**src/trps_map.svh**
```systemverilog
// timing and encoding constants of the three rail power sequencer
`ifndef TRPS_MAP_SVH
`define TRPS_MAP_SVH

`define TRPS_CLK_PERIOD_NS     5
`define TRPS_TICK_RATIO_US_NF  120
`define TRPS_FIRST_DELAY_TICKS 4'h9
`define TRPS_STEP_DELAY_TICKS  4'h8
`define TRPS_CNT_ZERO          4'h0
`define TRPS_CNT_ONE           4'h1
`define TRPS_RAILS_NONE        3'h0
`define TRPS_RAIL1_MASK        3'h1
`define TRPS_RAIL12_MASK       3'h3
`define TRPS_RAILS_ALL         3'h7
`define TRPS_POL_MASK          3'h7
`define TRPS_RAIL_COUNT        3
`define TRPS_OE_HOLD           1'b1
`define TRPS_DATA_LOW          1'b0

`endif

```
**src/trps_pkg.sv**
```systemverilog
// types of the three rail power sequencer
package trps_pkg;
   typedef enum logic [2:0] {
      TRPS_IDLE  = 3'b000,
      TRPS_WAIT1 = 3'b001,
      TRPS_WAIT2 = 3'b010,
      TRPS_WAIT3 = 3'b011,
      TRPS_ON    = 3'b100,
      TRPS_DOWN  = 3'b101
   } trps_state_t;

   typedef struct packed {
      logic       enable;
      logic       polarity;
   } trps_inputs_t;
endpackage

```
**src/trps_sequencer.sv**
```systemverilog
// three rail power sequencer core
//
// What this block does
// - counts ticks of the sequencing clock
// - outputs driven low in reset and two clocks after, then inactive until enable seen
// - release outputs one, two, three in order
// - output one after nine to ten ticks
// - output two eight ticks after one
// - output three eight ticks after two
// - enable loss: output three off after nine
// - then two, then one, eight ticks apart
// - polarity high inverts all three outputs
// - polarity low gives active high outputs
// - early enable loss resets counter, releases nothing
// - later enable loss forces controlled shutdown
`timescale 1ns/10ps
`default_nettype none
`include "trps_map.svh"

module trps_sequencer
   import trps_pkg::*;
(
   input  wire logic i_clk,
   input  wire logic i_reset,
   input  wire logic i_enable,
   input  wire logic i_output_polarity_select,
   output var  logic o_sequence_output_1,
   output var  logic o_sequence_output_2,
   output var  logic o_sequence_output_3,
   output var  logic o_sequence_output_1_oe,
   output var  logic o_sequence_output_2_oe,
   output var  logic o_sequence_output_3_oe
);

   // ----------------------------------------
   // declarations
   // ----------------------------------------
   trps_inputs_t meta_reg;
   trps_inputs_t sync_reg;

   trps_state_t  state_reg;
   trps_state_t  state_next;

   logic [3:0]   cnt_reg;
   logic [3:0]   cnt_next;

   logic [2:0]   rails_reg;
   logic [2:0]   rails_next;

   logic [2:0]   oe_reg;
   logic [2:0]   dat_reg;

   logic         en;
   logic         pol;
   logic         tick_last;
   logic         shed_last;

   // ----------------------------------------
   // input synchroniser, first stage
   // ----------------------------------------
   always_ff @(posedge i_clk) begin
      if (i_reset) begin
         meta_reg <= '0;
      end else begin
         meta_reg <= '{enable: i_enable, polarity: i_output_polarity_select};
      end
   end

   // ----------------------------------------
   // input synchroniser, second stage
   // ----------------------------------------
   always_ff @(posedge i_clk) begin
      if (i_reset) begin
         sync_reg <= '0;
      end else begin
         sync_reg <= meta_reg;
      end
   end

   // ----------------------------------------
   // decoded conditions
   // ----------------------------------------
   assign en        = sync_reg.enable;
   assign pol       = sync_reg.polarity;
   assign tick_last = (cnt_reg == `TRPS_CNT_ONE);
   assign shed_last = ((rails_reg >> 1) == `TRPS_RAILS_NONE);

   // ----------------------------------------
   // state register
   // ----------------------------------------
   always_ff @(posedge i_clk) begin
      if (i_reset) begin
         state_reg <= TRPS_IDLE;
      end else begin
         state_reg <= state_next;
      end
   end

   // ----------------------------------------
   // next state
   // ----------------------------------------
   always_comb begin
      state_next = state_reg;
      unique case (state_reg)
         TRPS_IDLE: begin
            if (en) begin
               state_next = TRPS_WAIT1;
            end
         end

         TRPS_WAIT1: begin
            if (!en) begin
               state_next = TRPS_IDLE;
            end else if (tick_last) begin
               state_next = TRPS_WAIT2;
            end
         end

         TRPS_WAIT2: begin
            if (!en) begin
               state_next = TRPS_DOWN;
            end else if (tick_last) begin
               state_next = TRPS_WAIT3;
            end
         end

         TRPS_WAIT3: begin
            if (!en) begin
               state_next = TRPS_DOWN;
            end else if (tick_last) begin
               state_next = TRPS_ON;
            end
         end

         TRPS_ON: begin
            if (!en) begin
               state_next = TRPS_DOWN;
            end
         end

         TRPS_DOWN: begin
            if (tick_last && shed_last) begin
               state_next = TRPS_IDLE;
            end
         end

         default: begin
            state_next = TRPS_IDLE;
         end
      endcase
   end

   // ----------------------------------------
   // tick counter register
   // ----------------------------------------
   always_ff @(posedge i_clk) begin
      if (i_reset) begin
         cnt_reg <= `TRPS_FIRST_DELAY_TICKS;
      end else begin
         cnt_reg <= cnt_next;
      end
   end

   // ----------------------------------------
   // tick counter next value
   // ----------------------------------------
   always_comb begin
      cnt_next = cnt_reg - `TRPS_CNT_ONE;
      unique case (state_reg)
         TRPS_IDLE: begin
            cnt_next = `TRPS_FIRST_DELAY_TICKS;
         end

         TRPS_WAIT1: begin
            if (!en) begin
               cnt_next = `TRPS_FIRST_DELAY_TICKS;
            end else if (tick_last) begin
               cnt_next = `TRPS_STEP_DELAY_TICKS;
            end
         end

         TRPS_WAIT2: begin
            if (!en) begin
               cnt_next = `TRPS_FIRST_DELAY_TICKS;
            end else if (tick_last) begin
               cnt_next = `TRPS_STEP_DELAY_TICKS;
            end
         end

         TRPS_WAIT3: begin
            if (!en) begin
               cnt_next = `TRPS_FIRST_DELAY_TICKS;
            end
         end

         TRPS_ON: begin
            cnt_next = `TRPS_FIRST_DELAY_TICKS;
         end

         TRPS_DOWN: begin
            if (tick_last && shed_last) begin
               cnt_next = `TRPS_FIRST_DELAY_TICKS;
            end else if (tick_last) begin
               cnt_next = `TRPS_STEP_DELAY_TICKS;
            end
         end

         default: begin
            cnt_next = `TRPS_FIRST_DELAY_TICKS;
         end
      endcase
   end

   // ----------------------------------------
   // rail mask register
   // ----------------------------------------
   always_ff @(posedge i_clk) begin
      if (i_reset) begin
         rails_reg <= `TRPS_RAILS_NONE;
      end else begin
         rails_reg <= rails_next;
      end
   end

   // ----------------------------------------
   // rail mask next value
   // ----------------------------------------
   always_comb begin
      rails_next = rails_reg;
      unique case (state_reg)
         TRPS_IDLE: begin
            rails_next = `TRPS_RAILS_NONE;
         end

         TRPS_WAIT1: begin
            if (en && tick_last) begin
               rails_next = `TRPS_RAIL1_MASK;
            end
         end

         TRPS_WAIT2: begin
            if (en && tick_last) begin
               rails_next = `TRPS_RAIL12_MASK;
            end
         end

         TRPS_WAIT3: begin
            if (en && tick_last) begin
               rails_next = `TRPS_RAILS_ALL;
            end
         end

         TRPS_ON: begin
            rails_next = `TRPS_RAILS_ALL;
         end

         TRPS_DOWN: begin
            if (tick_last) begin
               rails_next = rails_reg >> 1;
            end
         end

         default: begin
            rails_next = `TRPS_RAILS_NONE;
         end
      endcase
   end

   // ----------------------------------------
   // open drain outputs with polarity, per rail
   // ----------------------------------------
   generate
      for (genvar g = 0; g < `TRPS_RAIL_COUNT; g++) begin : g_rail
         logic level_next;

         assign level_next = rails_next[g] ^ pol;

         always_ff @(posedge i_clk) begin
            if (i_reset) begin
               oe_reg[g] <= `TRPS_OE_HOLD;
            end else begin
               oe_reg[g] <= ~level_next;
            end
         end

         always_ff @(posedge i_clk) begin
            if (i_reset) begin
               dat_reg[g] <= `TRPS_DATA_LOW;
            end else begin
               dat_reg[g] <= `TRPS_DATA_LOW;
            end
         end
      end
   endgenerate

   // ----------------------------------------
   // pins
   // ----------------------------------------
   assign o_sequence_output_1    = dat_reg[0];
   assign o_sequence_output_2    = dat_reg[1];
   assign o_sequence_output_3    = dat_reg[2];
   assign o_sequence_output_1_oe = oe_reg[0];
   assign o_sequence_output_2_oe = oe_reg[1];
   assign o_sequence_output_3_oe = oe_reg[2];

endmodule

`default_nettype wire

```
**config.mk**
```make
export PLATFORM = sky130hd
export DESIGN_NAME = trps_sequencer
export DESIGN_NICKNAME = d
export VERILOG_FILES = /design/src/trps_pkg.sv /design/src/trps_sequencer.sv
export VERILOG_INCLUDE_DIRS = /design/src
export SDC_FILE = /design/constraint.sdc
export NUM_CORES = 1
export LEC_CHECK = 0
export ABC_AREA = 1
export BUFFER_PORTS_ARGS = -buffer_cell sky130_fd_sc_hd__buf_4
export CORE_MARGIN = 3
export CORE_UTILIZATION = 54
export CTS_BUF_LIST = sky130_fd_sc_hd__clkbuf_4 sky130_fd_sc_hd__clkbuf_8
export DETAILED_ROUTE_END_ITERATION = 8
export GPL_TIMING_DRIVEN = 0
export PLACE_DENSITY = 0.77
export SKIP_CTS_REPAIR_TIMING = 1
export SLEW_MARGIN = 25
export SYNTH_ARGS = -nofsm -noshare
export SYNTH_HDL_FRONTEND = slang
export SYNTH_SLANG_ARGS = --single-unit
export TNS_END_PERCENT = 20
```
**constraint.sdc**
```tcl
create_clock -name i_clk -period 1.5 [get_ports i_clk]
set_clock_uncertainty 0.1 [all_clocks]
set_input_delay 0.45 -clock i_clk [delete_from_list [all_inputs] [get_ports i_clk]]
set_output_delay 0.45 -clock i_clk [all_outputs]
set_load 0.05 [all_outputs]
```
# After elaboration in Yosys (flattened, before gate mapping)
# Index checks and enable logic that the tools add are counted.
# W data, S select, Z words.
# word_totals
input_bits	4
reg_bits	17
output_inout_bits	6
word_cells	55
mem_bits_rw	0
mem_count	0
rom_bits	0
latchBits	0
# classes
n_reduce_logical	6
div_mod_pow	0
magnitude_cmp	0
muxes	20
eq_ne	12
n_bitwise	6
add_sub_neg	1
multipliers	0
shifts	0
# op_table
operator	count
$mux W3	13
$pmux W3 S6	1
$mux W4	4
$pmux W3 S5	1
$pmux W4 S3	1
$ne A3 B3 Y1 const B	3
$eq A3 B2 Y1 const B	2
$eq A3 B3 Y1 const B	2
$logic_not A3 Y1	2
$ne A2 B2 Y1 const B	3
$reduce_and A6 Y1	1
$eq A4 B1 Y1 const B	1
$sub A4 B1 Y4 const B	1
$eq A3 B1 Y1 const B	1
$not A1 Y1	3
$xor A1 B1 Y1	3
$logic_and A1 B1 Y1	2
$reduce_or A2 Y1	1

# Depth between registers and ports, before layout
# Gate-level depths: netlist of run 1.
# logic_depth
ltp_word	6
ltp_mapped	11
ltp_nobuf	11

# Worst setup path before layout of run 1
# OpenSTA, ideal clock, no wires.
# synth_timing
kind	register to register
start	register cnt_reg[1]
end	register state_reg[1]
slack_ns	0.112
path_stages_with_launch	10
n_path_buf	0
setup_ns	0.114
period_less_slack_ns	1.388
t_arrival_ns	1.174
required_time_ns	1.286
path_cell_list	dfxtp_1 inv_1 ha_1 nand2_1 nor2_2 nand3_1 nand2_4 nand3_2 nor2_1 nor2_2
# synth_between
elab_chain_cells	4
word_cells_on_any_way	7
classes_between	eq/ne (5); reduce/logical (2)
# synth_rtl
item	line	text
start: declaration	trps_sequencer.sv:44	logic [3:0] cnt_reg;
start signal: assignment	trps_sequencer.sv:158	cnt_reg <= `TRPS_FIRST_DELAY_TICKS;
start signal: assignment	trps_sequencer.sv:160	cnt_reg <= cnt_next;
$eq A4 B1 Y1 (no line) (*)	-	
$logic_and A1 B1 Y1	trps_sequencer.sv:142	if (tick_last && shed_last) begin
$ne A2 B2 Y1 (no line)	-	
$reduce_and A6 Y1 (no line) (*)	-	
end signal: assignment	trps_sequencer.sv:95	state_reg <= state_next;
end: declaration	trps_sequencer.sv:41	trps_state_t state_reg;
# Every way passes the cells marked *; elsewhere a longest branch is shown, timed or not.
# A chain may end at the register's enable or synchronous reset.

# Worst setup path in the final report of run 1
# layout_timing
start	register cnt_reg[1]
end	register oe_reg[2], in the netlist o_sequence_output_3_oe
# layout_between
elab_chain_cells	6
word_cells_on_any_way	9
classes_between	eq/ne (1); mux (5); bitwise (2); reduce/logical (1)
# layout_rtl
item	line	text
$eq A4 B1 Y1 (no line) (*)	-	
$logic_and A1 B1 Y1	trps_sequencer.sv:236, trps_sequencer.sv:242, trps_sequencer.sv:248	
$mux W3 (on tied branches)	trps_sequencer.sv:248, trps_sequencer.sv:236, trps_sequencer.sv:242	
$pmux W3 S5 (*)	trps_sequencer.sv:230	unique case (state_reg)
$xor A1 B1 Y1 (*)	trps_sequencer.sv:276	assign level_next = rails_next[g] ^ pol;
$not A1 Y1 (*)	trps_sequencer.sv:282	oe_reg[g] <= ~level_next;
end signal: indexed assignment	trps_sequencer.sv:280	oe_reg[g] <= `TRPS_OE_HOLD;
end signal: indexed assignment	trps_sequencer.sv:282	
end: declaration	trps_sequencer.sv:50	logic [2:0] oe_reg;
# Marks and branches as above.

==> impl_metrics.env, run 1 <==
export IMPL_die_x_um=48.9
export IMPL_ctsRootBufferMaster="clkbuf_4"
export IMPL_fin_crit_ns=1.46
export IMPL_ys_types=25
export IMPL_top_layer="met4"
export IMPL_final_nets=164
export IMPL_drcViolationCount=0
export IMPL_cp_max_fo=4
export IMPL_wirelength_mm=2.01
export IMPL_path_clk_slew_ns=0.11
export IMPL_syn2layout_area_growth_pct=18.1
export IMPL_clk_latency_ns=0.30
export IMPL_mostFrequentLayoutCells="29 x nand2_1, 17 x inv_1, 15 x nand3_1"
export IMPL_rows=14
export IMPL_critPathCaptureType="flop"
export IMPL_n_antenna_cell=0
export IMPL_first_global_vias=798
export IMPL_final_core_util=0.729
export IMPL_cellPowerDensity_nw_per_um2=1600
export IMPL_rsz0062_at_grt="yes"
export IMPL_ant_nets=0
export IMPL_place_gp_congestion=0.948
export IMPL_worstSetupPathType="flop to flop"
export IMPL_tritoncts="yes"
export IMPL_wl_met3_um=78
export IMPL_largest_reg_flops=4
export IMPL_vias_per_cell=5.05
export IMPL_worstHoldEndpoint="meta_reg[1]"
export IMPL_hold_start="i_enable"
export IMPL_hold_violations=0
export IMPL_num_fill_cells=140
export IMPL_totalPowerFinal_mw=1.88
export IMPL_wl_per_cell_um=11.1
export IMPL_antenna_found_initial=0
export IMPL_ir_worst_vdd_v=0.00105
export IMPL_io_buffers=5
export IMPL_finalSetupViolCount=0
export IMPL_synth_seq_cells=17
export IMPL_cts_buffers=3
export IMPL_final_common_cell="nand2_1"
export IMPL_stdcell_count=181
export IMPL_met1_length_um=908
export IMPL_core_area_sq_um=1610
export IMPL_syn_avg_cell_area_sq_um=7.00
export IMPL_critPathRequiredTime_ns=1.58
export IMPL_start_kind="flop"
export IMPL_wl_met2_um=989
export IMPL_placedCellCount=173
export IMPL_cp_common_cell="nand3_1"
export IMPL_via_count=914
export IMPL_leakagePower_nw=0.586
export IMPL_path_cells="inv_2, ha_4, nand4_1, buf_4, o21a_1, nand3_1, nand3_1"
export IMPL_seq_area_frac_synth=0.342
export IMPL_rr_endpoint="o_sequence_output_3_oe"
export IMPL_cap_viol_max_count=0
export IMPL_worstHoldPathType="input pin to flop"
export IMPL_multi_input_area_sq_um=569
export IMPL_timing_rr_start="cnt_reg[1]"
export IMPL_drive_above_1_share=0.325
export IMPL_dpl_cell_area_sq_um=1070
export IMPL_grt_pass1_wl_mm=3.21
export IMPL_status="finished, final reports clean"
export IMPL_first_pass_iters=4
export IMPL_max_stage_delay_ns=0.33
export IMPL_min_path_cells=3
export IMPL_max_freq_mhz=687
export IMPL_die_area_sq_um=2390
export IMPL_period_share=0.970
export IMPL_yosys_warnings=0
export IMPL_grt_usage=0.168
export IMPL_ff2ff_path_depth=7
export IMPL_finalInstanceArea_sq_um=1170
export IMPL_r2r_slack_ns=0.04
export IMPL_drt_iter0_drc=23
export IMPL_die_h_um=48.9
export IMPL_grt_overflow=0
export IMPL_register_area_sq_um=345
export IMPL_cpMaxStageDelayCell="dfxtp_2"
export IMPL_io_pins=10
export IMPL_syn_inst=142
export IMPL_hold_slack_ns=0.253
export IMPL_grt_start_max_net_pins=11
export IMPL_hpwlAfterDp_mm=1.42
export IMPL_initial_core_util=0.617
export IMPL_slew_viol_final=0
export IMPL_cts_buffer_depth=2
export IMPL_synth_area_sq_um=995
export IMPL_clock_sinks=17
export IMPL_htreeDepth=1
export IMPL_arrival_ns=1.54
[through the flow]
stage	setup TNS, ns	setup slack (ns)
4_1_cts	-0.271	-0.0922
5_1_grt	-0.160	-0.0742
2_1_floorplan	0	0.112
3_5_place_dp	-0.127	-0.0538
6_report	0	0.0444
3_3_place_gp	-0.0309	-0.0185
[worst max-delay path by stage]
stage | start | depth (start not counted) | endpoint | slack (ns)
6_report | cnt_reg[1] | 7 | o_sequence_output_3_oe | 0.04
4_1_cts | cnt_reg[1] | 9 | o_sequence_output_3_oe | -0.09
3_3_place_gp | cnt_reg[1] | 9 | state_reg[1] | -0.02
5_1_grt | cnt_reg[1] | 10 | state_reg[0] | -0.07
2_1_floorplan | cnt_reg[1] | 9 | state_reg[1] | 0.11
3_5_place_dp | cnt_reg[1] | 9 | state_reg[1] | -0.05
[cell type report]
cell class | count | share of cell area
Sequential cell | 17 | 0.294
Multi-Input combinational cell | 98 | 0.485
Clock buffer | 3 | 0.0192
Buffer | 5 | 0.0383
Tap cell | 24 | 0.0256
Timing Repair Buffer | 9 | 0.0575
Clock inverter | 1 | 0.00426
Inverter | 24 | 0.0767
[per-layer routing]
layer,up-vias,global-route usage
li1,475,-
met1,410,0.197
met2,24,0.287
met3,5,0.0367
met4,0,0.0806
met5,-,0
[critical path, delay by kind of cell (launching register included)]
family | cells | cell delay [ns]
AOI/OAI and AO/OA | 1 | 0.19
adders and majority gates | 1 | 0.15
buffers and inverters | 2 | 0.26
DFF | 1 | 0.33
and+or+nand+nor | 3 | 0.32
[where the power goes]
part / switching [mW] / internal (mW) / leakage [nW] / total [mW]
sequential: 0.0821 / 0.535 / 0.140 / 0.617
combinational: 0.634 / 0.378 / 0.428 / 1.01
clock: 0.156 / 0.0995 / 0.0177 / 0.255
total: 0.871 / 1.01 / 0.586 / 1.88
[kinds of logic (layout without fill, tap and decap cells)]
kind of cell               Yosys count  after routing  share of synthesized area
adders and majority gates            2              2                     0.0252
and+or+nand+nor                     77             77                      0.394
buffers and inverters               29             42                      0.136
DFF                                 17             17                      0.342
AOI/OAI and AO/OA                   14             14                     0.0818
other                                1              3                    0.00377
xor gates and xnor gates             2              2                     0.0176
[synthesized netlist by cell type]
library cell	n	share of area
buf_4	4	0.030
nand2_4	2	0.023
buf_8	1	0.015
nand4_1	4	0.025
a21oi_1	4	0.020
nor2_4	1	0.011
o21ai_1	5	0.025
o21ai_0	1	0.0050
nand3_2	4	0.040
xor2_1	1	0.0088
ha_1	2	0.025
conb_1	1	0.0038
nor2_2	5	0.031
inv_2	6	0.023
inv_1	18	0.068
nand2_2	5	0.031
o2111ai_1	1	0.0088
nand2_1	31	0.12
dfxtp_1	17	0.34
o21a_1	1	0.0075
a21oi_2	1	0.0088
nor2_1	9	0.034
o22ai_1	1	0.0063
xnor2_1	1	0.0088
nand3_1	16	0.081
Power figures use the tool's default switching activity.
==> run 2: changes to the inputs <==
- CELL_PAD_IN_SITES_DETAIL_PLACEMENT: unset -> 1
- CELL_PAD_IN_SITES_GLOBAL_PLACEMENT: unset -> 1
- CORE_MARGIN: 3 -> unset
- CORE_UTILIZATION: 54 -> 43
- PLACE_DENSITY: 0.77 -> unset
- PLACE_DENSITY_LB_ADDON: unset -> 0.1
- clock period: 1.5 -> 1.4 ns (I/O delays scaled with it)
==> run 2 against run 1 <==
The run now ends with setup timing left. Highest routed layer unchanged. Final area is 0.53% lower. Worst setup slack got worse by 0.13 ns. Critical path type unchanged. Critical endpoint unchanged. First-iteration DRC count fell by 52%. Count of clock-buffer cells in the layout grew 1. Die area rose by 4.9%.
==> impl_metrics.env, run 2 (synthesis gave the netlist of run 1 again) <==
export IMPL_drcViolationCount=0
export IMPL_cp_endpoint="o_sequence_output_3_oe"
export IMPL_final_core_util=0.533
export IMPL_arrival_ns=1.57
export IMPL_grt_usage=0.211
export IMPL_rr_endpoint="o_sequence_output_3_oe"
export IMPL_initial_core_util=0.454
export IMPL_worstHoldPathType="input pin to flop"
export IMPL_rows=17
export IMPL_final_nets=162
export IMPL_pwr_share_comb=0.525
export IMPL_max_freq_mhz=673
export IMPL_wirelength_mm=2.34
export IMPL_cp_num_cells=9
export IMPL_path_clk_slew_ns=0.11
export IMPL_critPathRequiredTime_ns=1.48
export IMPL_n_antenna_cell=0
export IMPL_final_common_cell="nand2_1"
export IMPL_cellPowerDensity_nw_per_um2=1740
export IMPL_clock_sinks=17
export IMPL_failed_checks="setup timing"
export IMPL_stdcell_count=183
export IMPL_start_kind="flop"
export IMPL_p_int_mw=1.08
export IMPL_drt_iter0_drc=11
export IMPL_power_switching_share=0.469
export IMPL_worstSetupPathType="flop to flop"
export IMPL_grt_start_max_net_pins=10
export IMPL_ir_worst_vdd_v=0.000872
export IMPL_max_stage_delay_ns=0.33
export IMPL_ant_nets=0
export IMPL_die_x_um=50.1
export IMPL_cpMaxStageDelayCell="dfxtp_2"
export IMPL_htreeDepth=1
export IMPL_dpl_cell_area_sq_um=1070
export IMPL_place_gp_congestion=0.819
export IMPL_syn2layout_area_growth_pct=17.5
export IMPL_die_area_sq_um=2510
export IMPL_crit_buf_inv=1
export IMPL_first_global_vias=907
export IMPL_timing_rr_start="cnt_reg[1]"
export IMPL_finalInstanceArea_sq_um=1170
export IMPL_startpoint="cnt_reg[1]"
export IMPL_switching_power_mw=0.956
export IMPL_cp_max_fo=4
export IMPL_cap_viol_max_count=0
export IMPL_vias_per_cell=5.09
export IMPL_die_h_um=50.1
export IMPL_cp_top_family="simple AND/OR/NAND/NOR gates"
export IMPL_r2r_slack_ns=-0.08
export IMPL_largest_reg_flops=4
export IMPL_antenna_found_initial=0
export IMPL_slew_viol_final=0
export IMPL_ctsRootBufferMaster="clkbuf_4"
export IMPL_wl_per_cell_um=12.8
export IMPL_seq_power_share=0.329
export IMPL_io_pins=10
export IMPL_hold_violations=0
export IMPL_rsz0062_at_grt="yes"
export IMPL_status="finished with violations"
export IMPL_critPathCaptureType="flop"
export IMPL_clk_latency_ns=0.31
export IMPL_fin_crit_ns=1.48
export IMPL_period_share=1.06
export IMPL_placedCellCount=177
export IMPL_mostFrequentLayoutCells="27 x nand2_1, 17 x inv_1, 13 x nand3_1"
export IMPL_tritoncts="yes"
export IMPL_grt_pass1_wl_mm=3.92
export IMPL_cts_buffers=3
export IMPL_leakagePower_nw=0.592
export IMPL_setup_slack_ns=-0.0850
export IMPL_first_pass_iters=4
export IMPL_pwr_share_clk=0.147
export IMPL_io_buffers=5
export IMPL_hpwlAfterDp_mm=1.77
export IMPL_ff2ff_path_depth=9
export IMPL_grt_overflow=0
export IMPL_drive_above_1_share=0.348
export IMPL_core_area_sq_um=2190
export IMPL_path_cells="inv_2, ha_4, nand4_1, nand2_2, nand3_2, nand2_2, nand2_1, nand2_1, nand3_1"
export IMPL_cts_buffer_depth=2
export IMPL_via_count=932
export IMPL_finalSetupViolCount=7
[run 2: power by group through the flow]
stage | Clock [mW] | Combinational, mW | Sequential (mW)
after floorplan | 0 | 0.781 | 0.681
after global placement | 0 | 0.964 | 0.655
after detailed placement | 0 | 1.01 | 0.658
after CTS | 0.309 | 1.02 | 0.648
after global routing | 0.320 | 1.19 | 0.683
final | 0.299 | 1.07 | 0.670
[run 2: worst register-to-register path: cells and delay by family (launching register included)]
kind	cells	cell delay, ns
simple gates	7	0.72
flops	1	0.33
fa+ha+maj	1	0.14
buf+inv	1	0.08
[run 2: worst min path at each step]
stage	startpoint	endpoint	slack, ns	cells past startpoint
4_1_cts	i_enable	meta_reg[1]	0.21	3
2_1_floorplan	meta_reg[1]	en	0.29	2
3_3_place_gp	meta_reg[1]	en	0.29	2
6_report	i_enable	meta_reg[1]	0.21	3
3_5_place_dp	meta_reg[1]	en	0.30	2
5_1_grt	i_enable	meta_reg[1]	0.22	3
[run 2: area by class of cell]
class | instances | area [sq um]
Sequential cell | 17 | 347
Clock buffer | 4 | 30.0
Timing Repair Buffer | 7 | 52.6
Inverter | 24 | 90.1
Fill cell | 293 | 1020
Tap cell | 28 | 35.0
Multi-Input combinational cell | 98 | 569
Buffer | 5 | 45.0
[run 2: routing by layer]
metal / routed length [um] / GRT usage / part of all wire / vias to the layer above
met5: 0 / 0 / 0 / -
met4: 56 / 0.110 / 0.024 / 0
met3: 67 / 0.0401 / 0.029 / 7
met2: 1180 / 0.364 / 0.51 / 16
met1: 1030 / 0.242 / 0.44 / 438
li1: - / - / - / 471
[run 2: through the flow]
step                      setup TNS (ns)  setup WS, ns  hold slack (ns)  power [mW]
after floorplan                        0        0.0117            0.288        1.46
after global placement            -0.703        -0.149            0.292        1.62
after detailed placement           -1.26        -0.216            0.298        1.67
after CTS                          -1.53        -0.267            0.214        1.98
after global routing               -1.29        -0.175            0.223        2.20
final                             -0.349       -0.0850            0.213        2.04
==> run 3: changes to the inputs <==
- PLACE_DENSITY_LB_ADDON: 0.1 -> 0.25
==> run 3 against run 2 <==
The flow still finishes with violations (setup timing). Cell count is the same. Via count shrank 3.2%. Critical path depth is the same. Die area is the same. Sequential share of layout area grew 0.052 points. Worst setup slack lost 0.037 ns. Count of clock-buffer cells in the layout shrank 1. Clock power shrank 6%. Critical path type unchanged.
==> impl_metrics.env, run 3 (synthesis gave the netlist of run 1 again) <==
export IMPL_r2r_slack_ns=-0.12
export IMPL_fin_crit_ns=1.52
export IMPL_io_buffers=5
export IMPL_ant_nets=0
export IMPL_p_int_mw=1.06
export IMPL_initial_core_util=0.454
export IMPL_finalSetupViolCount=8
export IMPL_io_pins=10
export IMPL_first_global_vias=912
export IMPL_ir_worst_vdd_v=0.000750
export IMPL_htreeDepth=1
export IMPL_drive_above_1_share=0.310
export IMPL_finalSetupTns_ns=-0.590
export IMPL_wirelength_mm=2.28
export IMPL_placedCellCount=177
export IMPL_start_kind="flop"
export IMPL_grt_pass1_wl_mm=3.94
export IMPL_ff2ff_path_depth=9
export IMPL_pre_cts_ws_ns=-0.181
export IMPL_setup_slack_ns=-0.121
export IMPL_worstHoldPathType="input pin to flop"
export IMPL_antenna_found_initial=0
export IMPL_largest_reg_flops=4
export IMPL_startpoint="cnt_reg[1]"
export IMPL_mostFrequentLayoutCells="30 x nand2_1, 17 x inv_1, 15 x nand3_1"
export IMPL_path_clk_slew_ns=0.10
export IMPL_hold_slack_ns=0.214
export IMPL_hpwlAfterDp_mm=1.70
export IMPL_drt_iter0_drc=11
export IMPL_clk_latency_ns=0.30
export IMPL_drcViolationCount=0
export IMPL_finalInstanceArea_sq_um=1160
export IMPL_totalPowerFinal_mw=2.02
export IMPL_worstHoldEndpoint="meta_reg[0]"
export IMPL_final_core_util=0.531
export IMPL_die_area_sq_um=2510
export IMPL_vias_per_cell=4.93
export IMPL_ctsRootBufferMaster="clkbuf_4"
export IMPL_slew_viol_final=0
export IMPL_period_share=1.09
export IMPL_first_pass_iters=4
export IMPL_critPathRequiredTime_ns=1.49
export IMPL_cts_buffers=3
export IMPL_grt_overflow=0
export IMPL_grt_start_max_net_pins=11
export IMPL_max_freq_mhz=657
export IMPL_rsz0062_at_grt="yes"
export IMPL_pwr_share_clk=0.139
export IMPL_status="finished with violations"
export IMPL_leakagePower_nw=0.577
export IMPL_cts_buffer_depth=2
export IMPL_seq_power_share=0.333
export IMPL_pwr_share_comb=0.529
export IMPL_wl_per_cell_um=12.5
export IMPL_final_nets=162
export IMPL_core_area_sq_um=2190
export IMPL_worstSetupPathType="flop to flop"
export IMPL_rows=17
export IMPL_tritoncts="yes"
export IMPL_stdcell_count=183
export IMPL_hold_violations=0
export IMPL_timing_rr_start="cnt_reg[1]"
export IMPL_failed_checks="setup timing"
export IMPL_clock_sinks=17
export IMPL_via_count=902
export IMPL_min_path_cells=3
export IMPL_power_switching_share=0.473
export IMPL_dpl_cell_area_sq_um=1070
export IMPL_num_fill_cells=296
export IMPL_critPathCaptureType="flop"
export IMPL_cellPowerDensity_nw_per_um2=1730
export IMPL_hold_start="i_output_polarity_select"
export IMPL_cap_viol_max_count=0
export IMPL_place_gp_congestion=0.851
export IMPL_die_h_um=50.1
export IMPL_switching_power_mw=0.954
export IMPL_final_common_cell="nand2_1"
export IMPL_n_antenna_cell=0
export IMPL_die_x_um=50.1
export IMPL_rr_endpoint="o_sequence_output_3_oe"
export IMPL_cp_max_fo=5
export IMPL_grt_usage=0.210
export IMPL_arrival_ns=1.61
export IMPL_syn2layout_area_growth_pct=16.9
run 3: cell count changes in the layout (fill, tap and decap cells not counted), sizes merged:
cell | previous run | this run
clkbuf | 4 | 3
clkinv | 0 | 1
run 3: area by class of cell:
class	instances	area (sq um)	share of cell area
plain buffers	5	45.0	0.0388
clock buffers	3	22.5	0.0194
clock inverters	1	5.00	0.00431
inverters	24	92.6	0.0797
multi-input cells	98	564	0.485
flip-flops and latches	17	345	0.297
well taps	28	35.0	0.0301
repair buffers	7	52.6	0.0452
run 3: worst max-delay path by stage:
stage                                   to  cells after the start
floorplan                     state_reg[1]                      9
global placement    o_sequence_output_3_oe                      9
detailed placement            state_reg[1]                      9
CTS                           state_reg[0]                     10
global route        o_sequence_output_3_oe                      9
finish              o_sequence_output_3_oe                      9
run 3: per-layer routing:
metal / routed length (um) / vias to the layer above / track usage
met5: 0 / - / 0
met4: 88 / 0 / 0.0952
met3: 46 / 9 / 0.0370
met2: 1090 / 14 / 0.358
met1: 1060 / 409 / 0.253
li1: - / 470 / -
run 3: power by group through the flow:
stage / Sequential [mW] / Clock (mW) / Combinational, mW
after CTS: 0.649 / 0.292 / 1.00
after global routing: 0.682 / 0.305 / 1.20
after global placement: 0.655 / 0 / 0.965
final: 0.670 / 0.280 / 1.07
after detailed placement: 0.659 / 0 / 0.993
after floorplan: 0.681 / 0 / 0.781
run 3: critical path: stages (launching register included):
cell and delay [ns]:
dfxtp_2 0.34, inv_2 0.08, ha_4 0.14, nand4_1 0.22, nand2_1 0.19, nand3_2 0.09, nand2_2 0.09, nand2_1 0.05
nand2_1 0.05, nand3_1 0.05
